===== config.mk =====
export PLATFORM = sky130hd
export DESIGN_NAME = kps_top
export DESIGN_NICKNAME = d
export VERILOG_FILES = /design/src/hdl/kps_pkg.sv /design/src/hdl/kps_top.sv
export VERILOG_INCLUDE_DIRS = /design/src /design/src/hdl
export SDC_FILE = /design/constraint.sdc
export NUM_CORES = 1
export LEC_CHECK = 0
export BUFFER_PORTS_ARGS = -buffer_cell sky130_fd_sc_hd__buf_4
export CAP_MARGIN = 20
export CORE_MARGIN = 4
export CORE_UTILIZATION = 30
export DETAILED_ROUTE_END_ITERATION = 10
export GPL_TIMING_DRIVEN = 0
export HOLD_SLACK_MARGIN = 0.12
export SLEW_MARGIN = 10
export SYNTH_ARGS = -nofsm -noshare
export SYNTH_HDL_FRONTEND = slang
export SYNTH_SLANG_ARGS = --single-unit

===== constraint.sdc =====
create_clock -name core_clk -period 3.14 [get_ports core_clk]
set_clock_uncertainty 0.05 [all_clocks]
set_input_delay 0.314 -clock core_clk [delete_from_list [all_inputs] [get_ports core_clk]]
set_output_delay 0.314 -clock core_clk [all_outputs]
set_load 0.005 [all_outputs]

===== src/hdl/kps_params.svh =====
// Offsets, reset values, field positions and counts of the keypad scanner
`ifndef KPS_PARAMS_SVH
`define KPS_PARAMS_SVH

// ----------------------------------------------------------------
// Register offsets
// ----------------------------------------------------------------
`define KPS_OFF_COL 8'hd1
`define KPS_OFF_ROW 8'hd2
`define KPS_OFF_TIM 8'hd3
`define KPS_OFF_STAT 8'hd4
`define KPS_OFF_EVS 8'hd8
`define KPS_OFF_EVM 8'hd9

// ----------------------------------------------------------------
// Reset values
// ----------------------------------------------------------------
`define KPS_RST_COL 5'h1f
`define KPS_RST_ROW 6'h3f
`define KPS_RST_TIM 8'h00

// ----------------------------------------------------------------
// Field positions
// ----------------------------------------------------------------
`define KPS_STAT_TICK 3
`define KPS_STAT_EN 2
`define KPS_STAT_FLAG 1
`define KPS_STAT_IE 0
`define KPS_TIM_DB_HI 7
`define KPS_TIM_DB_LO 2
`define KPS_TIM_SC_HI 1
`define KPS_TIM_SC_LO 0
`define KPS_EV_FOUND 0
`define KPS_EV_REL 1
`define KPS_EV_MULTI 2

// ----------------------------------------------------------------
// Counts: default interval in 1 ms keypad ticks, last column and row index
// ----------------------------------------------------------------
`define KPS_SC_DEFAULT 9'h004
`define KPS_LAST_COL 3'h4
`define KPS_LAST_ROW 3'h5

`endif


===== src/hdl/kps_pkg.sv =====
// Types shared by the keypad scanner
package kps_pkg;

	// Scanner states, Gray along idle, debounce, scan, release
	typedef enum logic [2:0] {
		KPS_IDLE = 3'b000,
		KPS_DEB_PRESS = 3'b001,
		KPS_SCAN = 3'b011,
		KPS_WAIT_REL = 3'b010,
		KPS_DEB_REL = 3'b110
	} kps_fsm_t;

	// Register port request
	typedef struct packed {
		logic [7:0] addr;
		logic [7:0] wdata;
		logic wr;
		logic rd;
	} kps_bus_req_t;

	// Whole state of the scanner
	typedef struct packed {
		kps_fsm_t fsm;
		logic [8:0] cnt;
		logic [2:0] col_idx;
		logic [2:0] row_idx;
		logic [1:0] hits;
		logic [4:0] fcol;
		logic [5:0] frow;
		logic [4:0] key_column;
		logic [5:0] key_row;
		logic [7:0] timing;
		logic en;
		logic flag;
		logic irq_en;
		logic [2:0] ev;
		logic [2:0] ev_mask;
		logic [5:0] row_s;
		logic all_high_d;
		logic [7:0] rdata;
		logic [4:0] col_out;
		logic irq;
	} kps_state_t;

endpackage


===== src/hdl/kps_top.sv =====
// Keypad matrix scanner with its register port
//
// Functional notes
// - Hardware mode loads column of valid key
// - Bypass mode drives columns from column register
// - Column register active-low, one bit per pin
// - Hardware mode loads row of valid key
// - Row register active-low, one bit per row
// - Debounce field counts 4 ms steps, zero 256
// - Debounce both press and release
// - Scan-time field sets per-key check interval
// - Control/status layout, resets to zero
// - Enable bit selects automatic scan or bypass
// - Key-found flag sets per mode, read clears
// - Interrupt enable gates only the interrupt
// - Bypass detection works without keypad tick
//
// Design decision made here: the address-and-strobe port.
`timescale 1ns/100ps
`include "kps_params.svh"

module kps_top import kps_pkg::*; (
	input wire logic core_clk, // 250 MHz clock
	input wire logic resetn, // Async reset, active low
	input wire kps_bus_req_t bus_req, // Register port request
	output logic [7:0] rd_data, // Read data, cycle after strobe
	input wire logic kp_tick, // 1 ms keypad tick pulse
	input wire logic kp_clk_on, // Keypad clock running
	input wire logic [5:0] row_in, // Row sense lines
	output logic [4:0] col_out, // Column drive lines
	output logic irq // Level interrupt
);

	// ----------------------------------------------------------------
	// Helpers
	// ----------------------------------------------------------------

	// No row pulled low
	function automatic logic all_high(input logic [5:0] rows);
		all_high = &rows;
	endfunction

	// Debounce length in ticks; zero means the longest period
	function automatic logic [8:0] deb_ticks(input logic [5:0] field);
		deb_ticks = {(field == 6'h00), field, 2'b00};
	endfunction

	// Per-key interval in ticks
	function automatic logic [8:0] scan_ticks(input logic [1:0] code);
		scan_ticks = (code == 2'b00) ? `KPS_SC_DEFAULT : {7'h00, code};
	endfunction

	kps_state_t s_reg;
	kps_state_t s_next;
	logic flag_set;
	logic [2:0] ev_set;
	logic check_now;
	logic row_low;

	// ----------------------------------------------------------------
	// Next state
	// ----------------------------------------------------------------

	// One pass over bus, scanner, flags and outputs
	always_comb begin
		s_next = s_reg;
		flag_set = 1'b0;
		ev_set = 3'b000;
		check_now = s_reg.fsm == KPS_SCAN && kp_tick && s_reg.cnt == 9'h001;
		row_low = ~s_reg.row_s[s_reg.row_idx];
		s_next.row_s = row_in;
		s_next.all_high_d = all_high(s_reg.row_s);
		s_next.rdata = 8'h00;

		// Register writes; reserved bits are dropped
		if (bus_req.wr) begin
			case (bus_req.addr)
				`KPS_OFF_COL: s_next.key_column = bus_req.wdata[4:0];
				`KPS_OFF_TIM: s_next.timing = bus_req.wdata;
				`KPS_OFF_STAT: begin
					s_next.en = bus_req.wdata[`KPS_STAT_EN];
					s_next.irq_en = bus_req.wdata[`KPS_STAT_IE];
				end
				`KPS_OFF_EVS: s_next.ev = s_reg.ev & ~bus_req.wdata[2:0];
				`KPS_OFF_EVM: s_next.ev_mask = bus_req.wdata[2:0];
				default: ;
			endcase
		end

		// Register reads; unmapped offsets answer zero
		if (bus_req.rd) begin
			case (bus_req.addr)
				`KPS_OFF_COL: s_next.rdata = {3'b000, s_reg.key_column};
				`KPS_OFF_ROW: begin
					// Bypass shows live rows, firmware does the judging
					s_next.rdata = {2'b00, s_reg.en ? s_reg.key_row : s_reg.row_s};
				end
				`KPS_OFF_TIM: s_next.rdata = s_reg.timing;
				`KPS_OFF_STAT: begin
					s_next.rdata = {4'h0, kp_clk_on, s_reg.en, s_reg.flag, s_reg.irq_en};
					s_next.flag = 1'b0;
				end
				`KPS_OFF_EVS: s_next.rdata = {5'h00, s_reg.ev};
				`KPS_OFF_EVM: s_next.rdata = {5'h00, s_reg.ev_mask};
				default: ;
			endcase
		end

		// Scanner; counters step only on keypad ticks, row changes act at once in idle, wait-release and release debounce
		if (!s_reg.en) begin
			s_next.fsm = KPS_IDLE;
		end else begin
			case (s_reg.fsm)
				KPS_IDLE: begin
					if (!all_high(s_reg.row_s)) begin
						s_next.fsm = KPS_DEB_PRESS;
						s_next.cnt = deb_ticks(s_reg.timing[`KPS_TIM_DB_HI:`KPS_TIM_DB_LO]);
					end
				end
				KPS_DEB_PRESS: begin
					if (kp_tick) begin
						if (s_reg.cnt != 9'h001) begin
							s_next.cnt = s_reg.cnt - 9'h001;
						end else if (all_high(s_reg.row_s)) begin
							s_next.fsm = KPS_IDLE;
						end else begin
							s_next.fsm = KPS_SCAN;
							s_next.col_idx = 3'h0;
							s_next.row_idx = 3'h0;
							s_next.hits = 2'b00;
							s_next.cnt = scan_ticks(s_reg.timing[`KPS_TIM_SC_HI:`KPS_TIM_SC_LO]);
						end
					end
				end
				KPS_SCAN: begin
					if (kp_tick && s_reg.cnt != 9'h001) begin
						s_next.cnt = s_reg.cnt - 9'h001;
					end else if (check_now) begin
						// Each row checked after one full interval
						s_next.cnt = scan_ticks(s_reg.timing[`KPS_TIM_SC_HI:`KPS_TIM_SC_LO]);
						if (row_low) begin
							s_next.hits = (s_reg.hits == 2'b00) ? 2'b01 : 2'b10;
							s_next.fcol = ~(5'h01 << s_reg.col_idx);
							s_next.frow = ~(6'h01 << s_reg.row_idx);
						end
						if (s_reg.row_idx != `KPS_LAST_ROW) begin
							s_next.row_idx = s_reg.row_idx + 3'h1;
						end else if (s_reg.col_idx != `KPS_LAST_COL) begin
							s_next.row_idx = 3'h0;
							s_next.col_idx = s_reg.col_idx + 3'h1;
						end else begin
							// Keypad done: only a single key is valid
							s_next.fsm = KPS_WAIT_REL;
							if (s_next.hits == 2'b01) begin
								s_next.key_column = s_next.fcol;
								s_next.key_row = s_next.frow;
								flag_set = 1'b1;
								ev_set[`KPS_EV_FOUND] = 1'b1;
							end else begin
								ev_set[`KPS_EV_MULTI] = 1'b1;
							end
						end
					end
				end
				KPS_WAIT_REL: begin
					if (all_high(s_reg.row_s)) begin
						s_next.fsm = KPS_DEB_REL;
						s_next.cnt = deb_ticks(s_reg.timing[`KPS_TIM_DB_HI:`KPS_TIM_DB_LO]);
					end
				end
				KPS_DEB_REL: begin
					// A bounce restarts the wait for release
					if (!all_high(s_reg.row_s)) begin
						s_next.fsm = KPS_WAIT_REL;
					end else if (kp_tick) begin
						if (s_reg.cnt != 9'h001) begin
							s_next.cnt = s_reg.cnt - 9'h001;
						end else begin
							s_next.fsm = KPS_IDLE;
							ev_set[`KPS_EV_REL] = 1'b1;
						end
					end
				end
				default: s_next.fsm = KPS_IDLE;
			endcase
		end

		// Bypass edge detect needs no tick, so a stopped keypad clock still wakes
		if (!s_reg.en && s_reg.all_high_d && !all_high(s_reg.row_s)) begin
			flag_set = 1'b1;
		end

		// Hardware set wins over the read clear
		if (flag_set) begin
			s_next.flag = 1'b1;
		end
		s_next.ev = s_next.ev | ev_set;

		// Columns: all low while waiting, one low while scanning, register in bypass
		if (!s_next.en) begin
			s_next.col_out = s_next.key_column;
		end else if (s_next.fsm == KPS_SCAN) begin
			s_next.col_out = ~(5'h01 << s_next.col_idx);
		end else begin
			s_next.col_out = 5'h00;
		end

		// Enable gates the interrupt only, never the flag
		s_next.irq = (s_next.flag & s_next.irq_en) | (|(s_next.ev & s_next.ev_mask));
	end

	// ----------------------------------------------------------------
	// State register
	// ----------------------------------------------------------------

	// Registered so every output comes straight from a flop
	always_ff @(posedge core_clk or negedge resetn) begin
		if (!resetn) begin
			s_reg <= '{fsm: KPS_IDLE, cnt: 9'h000, col_idx: 3'h0, row_idx: 3'h0,
				hits: 2'b00, fcol: `KPS_RST_COL, frow: `KPS_RST_ROW,
				key_column: `KPS_RST_COL, key_row: `KPS_RST_ROW, timing: `KPS_RST_TIM,
				en: 1'b0, flag: 1'b0, irq_en: 1'b0, ev: 3'b000, ev_mask: 3'b000,
				row_s: `KPS_RST_ROW, all_high_d: 1'b1, rdata: 8'h00,
				col_out: `KPS_RST_COL, irq: 1'b0};
		end else begin
			s_reg <= s_next;
		end
	end

	// Outputs
	assign rd_data = s_reg.rdata;
	assign col_out = s_reg.col_out;
	assign irq = s_reg.irq;
endmodule

Yosys cells after proc, flatten, opt, wreduce, memory -nomap -nowiden
Index checks and enable logic that the tools add are counted.
W data, S select, Z words.
Word-level totals
  register bits: 80
  output and inout bits: 14
  logic and storage cells: 164
Operators by class
  add/sub/neg operators: 3
  magnitude comparators: 1
  eq/ne operators: 29
  shifts and indexed selects: 3
  multiplexer cells: 75
  bitwise logic cells: 12
  reductions and logical operators: 21
Operators by type and width (count)
  $mux W13: 5
  $mux W30: 2
  $eq A8 B8 Y1 const B: 6
  $pmux W8 S6: 1
  $pmux W9 S5: 1
  $mux W42: 1
  $mux W3: 13
  $mux W12: 3
  $mux W9: 4
  $mux W11: 3
  $mux W1: 25
  $mux W22: 1
  $mux W20: 1
  $mux W5: 4
  $ne A2 B2 Y1 const B: 10
  $mux W17: 1
  $mux W8: 2
  $pmux W8 S2: 1
  $pmux W3 S5: 1
  $reduce_and A7 Y1: 2
  $mux W6: 2
  $not A5 Y5: 2
  $reduce_and A10 Y1: 1
  $shl A1 B3 Y5 const A: 2
  35 further kinds: 50

Logic depth before layout (Yosys ltp)
Gate-level depths: netlist of the first run.
  depth after elaboration: 19
  mapped depth: 9

Least setup slack after synthesis of the first run
No wires, ideal clock.
  path kind: register -> register
  start point: register s_reg[72] in the netlist's numbering
  end point: register s_reg, in the netlist col_out[2]
  setup time: 61 ps
  arrival: 2433 ps
  data required time: 3029 ps
  setup slack: 596 ps
  stages on the path, launching flop included: 9
  path buffers: 2
  period minus slack after synthesis: 2544 ps
  path through: dfrtp_1 -> or4_1 -> buf_2 -> or4_4 -> buf_6 -> o41a_1 -> o21ai_0 -> o21a_2 -> a22o_1
RTL lines
  from (decl): line kps_top.sv:53  | kps_state_t s_reg;
  from (signal assigned): line kps_top.sv:219  | s_reg <= '{fsm: KPS_IDLE, cnt: 9'h000, col_idx: 3'h0, row_idx: 3'h0,
  from (signal assigned): line kps_top.sv:226  | s_reg <= s_next;

==> metrics.cfg, run 1 <==
[outcome]
outcome = finished clean

[layout]
finalInstanceArea_mm2 = 0.00541
fin_nets = 563
antenna_cells = 0
largest_register_ffs = 66
layout-drive-gt1-share = 0.258
nFillCells = 1448
area_growth_pct = 21.1

[grt]
grt_max_degree = 81
grtUsageTotal = 0.143
overflow = 0
grt_pass1_vias = 3686
grt_pass1_wl_mm = 19.0
antenna_found_initial = 0

[sta]
setup_tns_ns = 0
worst_pin_slew_ns = 0.772
hold_viol = 0
rsz0062_at_grt = false
period_share = 0.943
setup_viol = 0
fmax_mhz = 338
slew_viol_final = 0
whs_ns = 0.146
layout_setup_ws_ns = 0.179
slew-limit-headroom = 0.483
period_needed_ns = 2.96

[critical_path]
slowest_stage = or4_1
critPathTopFamily = simple AND/OR/NAND/NOR gates
r2r_slack_ns = 0.18
crit_type = reg2reg
crit_chain = or4_1 -> buf_2 -> or4_4 -> buf_6 -> o41a_1 -> o21ai_0 -> o21a_2 -> a22o_1
arrival_ns = 3.21
timing.rr.end = col_out[2]
r2r_start = s_reg[72]
path_buf_inv = 2
path_max_fanout = 10
r2r_cells = 8
crit_start = s_reg[72]
start_kind = flop
endpoint = col_out[2]
cp.required_ns = 3.38
crit_path_end_kind = flop
path_depth = 8
slowest_delay_ns = 0.59

[synthesis]
yosysSeqAreaShare = 0.457
synth_compound_area_frac = 0.186
synthTopCellsByArea = dfrtp_1, dfstp_2, o21ai_0, nand2_1, mux2_2
synthMuxAreaShare = 0.0764
syn-cell-area_mm2 = 0.00447
synth_fa_ha_area_frac = 0.0224
synth_top_area_share = 0.258
async_flop_share = 1.00
postSynthCellCount = 468
ys_types = 68
yosys_register_bits = 80
synth_xor_area_frac = 0
ys.flop_type = dfrtp_1
yosysWarnings = 0
syn_nets = 504
synth_top_family_by_area = simple AND/OR/NAND/NOR gates
syn_area_per_cell_um2 = 9.55
synth_area_leader_cell = dfrtp_1
synth_edf_count = 0
synth-simple-area-share = 0.200

[clock_tree]
cts_tree = built
cts.sinks = 80
clockBufferDepth = 2
cts_max_level = 3
cts_buffers = 9
clk_pin_slew_ns = 0.07
clk_latency_ns = 0.35
ctsRootBufferMaster = clkbuf_16

[placement]
dpl_cell_area_mm2 = 0.00500
place_hpwl_mm = 8.69
port_buffers = 40
place_congestion = 0.855
pre_cts_ws_ns = 0.247

[power]
power_density_mw_per_mm2 = 456
p_leak_nw = 2.22
total_power_w = 0.00247
vdd_drop_max_mv = 0.235

[route]
drtIter0Drc = 232
avgViaCountPerCell = 5.25
drc = 0
routed_wl_mm = 11.7
drt_first_pass_iters = 5
via_count = 3757
wl_per_cell_um = 16.3
ant_nets = 0

[floorplanning]
ios = 42
dieHeight_um = 130
design.core.area_mm2 = 0.0146
num_rows = 44
die_x_um = 130
start_util = 0.306
dieArea_mm2 = 0.0169

[flow_run]
drv_cap = 0

[min_path]
holdCritPathClass = in2reg

where the power goes:
part	switching, W	total [W]	internal [W]
clock	0.000449	0.00107	0.000624
sequential	0.0000333	0.00111	0.00108
combinational	0.000165	0.000286	0.000121
layout make-up:
type | count | area, µm² | share of cell area
Multi-Input combinational cell | 335 | 2180 | 0.402
Sequential cell | 80 | 2040 | 0.378
Timing Repair Buffer | 48 | 398 | 0.0735
Tap cell | 184 | 230 | 0.0425
Clock buffer | 9 | 225 | 0.0416
Buffer | 33 | 186 | 0.0344
Clock inverter | 7 | 77.6 | 0.0143
Inverter | 20 | 75.1 | 0.0139
logic make-up after synthesis:
family | Yosys count
simple gates | 169
compound gates | 127
flops | 80
buf+inv | 53
mux | 31
fa+ha+maj | 8
cell usage in the layout, fill, tap and decap left out, drive strengths merged, types with 4 or more instances in the layout:
| master | Yosys | routed |
|---|---|---|
| o21ai | 46 | 46 |
| a22o | 5 | 5 |
| dfrtp | 46 | 46 |
| nor2 | 31 | 31 |
| o22ai | 5 | 5 |
| clkinv | 1 | 4 |
| nor3 | 16 | 16 |
| and3 | 4 | 4 |
| mux2i | 15 | 15 |
| nand2b | 8 | 8 |
| and2 | 4 | 4 |
| or3 | 6 | 6 |
| a221o | 5 | 5 |
| a22oi | 7 | 7 |
| clkbuf | 14 | 23 |
| nor4 | 6 | 6 |
| and4b | 4 | 4 |
| nand2 | 46 | 46 |
| dlygate4sd3 | 0 | 7 |
| a21oi | 19 | 19 |
| dfstp | 34 | 34 |
| nor2b | 6 | 6 |
| nand3 | 12 | 12 |
| nand4 | 4 | 4 |
| nor3b | 4 | 4 |
| ha | 8 | 8 |
| buf | 19 | 60 |
| inv | 19 | 22 |
| o21a | 7 | 7 |
| a31oi | 8 | 8 |
| mux2 | 15 | 15 |
synthesized netlist by cell type, drive strengths merged (6+ instances only):
library cell  count
dfrtp            46
nand2            46
o21ai            46
dfstp            34
nor2             31
a21oi            19
buf              19
inv              19
nor3             16
mux2             15
mux2i            15
clkbuf           14
nand3            12
a31oi             8
ha                8
nand2b            8
a22oi             7
o21a              7
nor2b             6
nor4              6
or3               6
through the flow:
step / util / cells
after floorplan: - / 468
after global placement: 0.343 / 692
after detailed placement: 0.343 / 692
after CTS: 0.368 / 714
after global routing: 0.371 / 716
final: 0.371 / 716
metal layers:
| metal | track usage | vias to the layer above | part of all wire | wire length, µm |
|---|---|---|---|---|
| met3 | 0.0442 | 24 | 0.072 | 846 |
| met2 | 0.224 | 126 | 0.46 | 5340 |
| met4 | 0.0550 | 0 | 0.027 | 313 |
| li1 | - | 1829 | - | - |
| met5 | 0 | - | 0 | 0 |
| met1 | 0.187 | 1778 | 0.44 | 5200 |
what timing repair did:
action	4_1_cts	5_1_grt
gates resized for setup	0	3
setup buffers	0	0
hold buffers	6	1
endpoints found under the hold margin	6	19
setup endpoints to repair	0	4
worst min-delay path by stage:
stage | from | depth (start not counted) | slack [ns] | endpoint
5_1_grt | bus_req[9] | 2 | 0.14 | s_reg[37]
6_report | bus_req[9] | 2 | 0.15 | s_reg[37]
3_3_place_gp | row_in[5] | 1 | 0.37 | s_reg[20]
4_1_cts | resetn | 1 | 0.14 | s_reg[61]
2_1_floorplan | resetn | 0 | -0.03 | irq
3_5_place_dp | row_in[4] | 1 | 0.37 | s_reg[19]
(Power assumes the default switching activity.)
==> run 2, diff against run 1 <==
--- a/config.mk
+++ b/config.mk
@@ -9,10 +9,12 @@
 export BUFFER_PORTS_ARGS = -buffer_cell sky130_fd_sc_hd__buf_4
 export CAP_MARGIN = 20
 export CORE_MARGIN = 4
-export CORE_UTILIZATION = 30
+export CORE_UTILIZATION = 50
+export CTS_CLUSTER_DIAMETER = 50
 export DETAILED_ROUTE_END_ITERATION = 10
 export GPL_TIMING_DRIVEN = 0
 export HOLD_SLACK_MARGIN = 0.12
+export PLACE_DENSITY = 0.69
 export SLEW_MARGIN = 10
 export SYNTH_ARGS = -nofsm -noshare
 export SYNTH_HDL_FRONTEND = slang
==> run 2 against run 1 <==
Sequential power hardly changed; die area is 38% lower; core utilization is 23 points higher; global-route usage is 8.9 points higher; flip-flop and latch count stayed put; sequential share of layout area is 1.5 points higher; critical path depth stayed put; register-to-register slack better by 0.07 ns; design area is 3.9% lower; non-clock buffer count is 2 higher; clock power is 35% lower; via count is 2.7% higher; critical endpoint unchanged; largest cell class unchanged; highest routed layer unchanged.
==> metrics.cfg, run 2 (synthesis results as in run 1) <==
[outcome]
outcome = finished clean

[sta]
period_share = 0.922
rsz0062_at_grt = false
fmax_mhz = 345
worst_pin_slew_ns = 0.788
period_needed_ns = 2.89
setup_tns_ns = 0
slew-limit-headroom = 0.472
slew_viol_final = 0
hold_viol = 0
setup_viol = 0

[critical_path]
crit_path_end_kind = flop
crit_chain = or4_1 -> buf_2 -> or4_4 -> buf_6 -> o41a_1 -> o21ai_0 -> o21a_2 -> a22o_1
crit_type = reg2reg
r2r_slack_ns = 0.25
r2r_cells = 8
timing.rr.end = col_out[2]
start_kind = flop
slowest_delay_ns = 0.55
r2r_start = s_reg[72]
slowest_stage = or4_1
arrival_ns = 3.16
path_max_fanout = 10
path_buf_inv = 2
critPathTopFamily = simple AND/OR/NAND/NOR gates
cp.required_ns = 3.40

[clock_tree]
clk_latency_ns = 0.36
clk_pin_slew_ns = 0.09
cts.sinks = 80
ctsRootBufferMaster = clkbuf_8
cts_buffers = 9
cts_tree = built
clockBufferDepth = 2
cts_max_level = 3
post-cts-setup-buffers = 0

[power]
swShare = 0.289
internal_power_w = 0.00149
pwr-share-clk = 0.334
power_density_mw_per_mm2 = 403
vdd_drop_max_mv = 0.214
total_power_w = 0.00210
power.switching_w = 0.000607
p_leak_nw = 2.17
p_seq_frac = 0.530
p_comb_frac = 0.137

[grt]
grt_pass1_vias = 3777
antenna_found_initial = 0
grtUsageTotal = 0.233
grt_pass1_wl_mm = 18.9
grt_max_degree = 81
overflow = 0

[floorplanning]
dieHeight_um = 103
die_x_um = 103
dieArea_mm2 = 0.0105
design.core.area_mm2 = 0.00872
ios = 42
num_rows = 34
start_util = 0.512

[layout]
largest_register_ffs = 66
layout_commonest_cell = buf_4
final_cell_mix = buf_4, nand2_1, dfrtp_1
layout-drive-gt1-share = 0.258
antenna_cells = 0
fin_nets = 565
area_growth_pct = 16.4

[min_path]
holdCritPathClass = in2reg
hold_end = s_reg[36]
holdPathStages = 2
hp-start = bus_req[8]

[route]
ant_nets = 0
via_count = 3857
drtIter0Drc = 457
avgViaCountPerCell = 6.01
routed_wl_mm = 11.4
drc = 0
drt_first_pass_iters = 6
wl_per_cell_um = 17.7

[placement]
place_congestion = 0.968
port_buffers = 40
place_hpwl_mm = 8.36

[flow_run]
drv_cap = 0

-- run 2: cell types whose count changed in the layout (fill, tap and decap cells not counted), sizes merged --
cell	change
dlygate4sd3	+1
inv	-1
bufinv	-1
clkinvlp	+2
clkbuf	+1
-- run 2: timing repair --
| item | CTS | global route |
|---|---|---|
| gates resized for setup | 0 | 5 |
| hold endpoints to repair | 53 | 0 |
| hold buffers | 8 | 0 |
| endpoints found under the setup margin | 0 | 6 |
-- run 2: power by group through the flow --
stage	sequential [W]	combinational [W]	clock, W
finish	0.00111	0.000287	0.000699
global route	0.00112	0.000315	0.000770
CTS	0.00111	0.000276	0.000715
detailed placement	0.00113	0.000267	0
global placement	0.00112	0.000261	0
floorplan	0.00111	0.000163	0
-- run 2: worst max path at each step --
stage	slack [ns]	from	end	cells after the start
2_1_floorplan	0.60	s_reg[72]	col_out[2]	8
3_3_place_gp	0.28	s_reg[63]	irq	7
3_5_place_dp	0.30	s_reg[63]	s_reg[41]	7
4_1_cts	0.26	s_reg[72]	s_reg[73]	7
5_1_grt	0.01	s_reg[63]	s_reg[52]	7
6_report	0.25	s_reg[72]	col_out[2]	8
-- run 2: worst register-to-register path: cells and delay by family (launching register included) --
kind            cells  cell delay, ns
flops               1            0.47
compound gates      4            0.92
buf+inv             2            0.34
simple gates        2            1.06
-- run 2: cell type report --
type                    instances  area, µm²
multi-input cells             335       2170
clock buffers                   9        124
flip-flops and latches         80       2040
fillers                       737       3520
inverters                      20       75.1
repair buffers                 50        413
clock inverters                 7       53.8
plain buffers                  33        188
well taps                     108        135
-- run 2: layer usage --
metal / wire length [µm] / share of wire / global-route usage / up-vias
met2: 5210 / 0.46 / 0.356 / 167
met1: 5190 / 0.46 / 0.327 / 1838
met5: 0 / 0 / 0 / -
met4: 314 / 0.028 / 0.104 / 0
met3: 658 / 0.058 / 0.0365 / 31
li1: - / - / - / 1821
-- run 2: through the flow --
stage,setup slack [ns],cells,instance area (µm²),hold slack [ns],utilization
after floorplan,0.596,468,4470,-0.0316,-
after detailed placement,0.303,616,4900,0.373,0.562
after CTS,0.264,640,5160,0.124,0.592
final,0.246,642,5200,0.132,0.597
after global placement,0.282,616,4900,0.372,0.562
after global routing,0.0101,642,5200,0.124,0.597
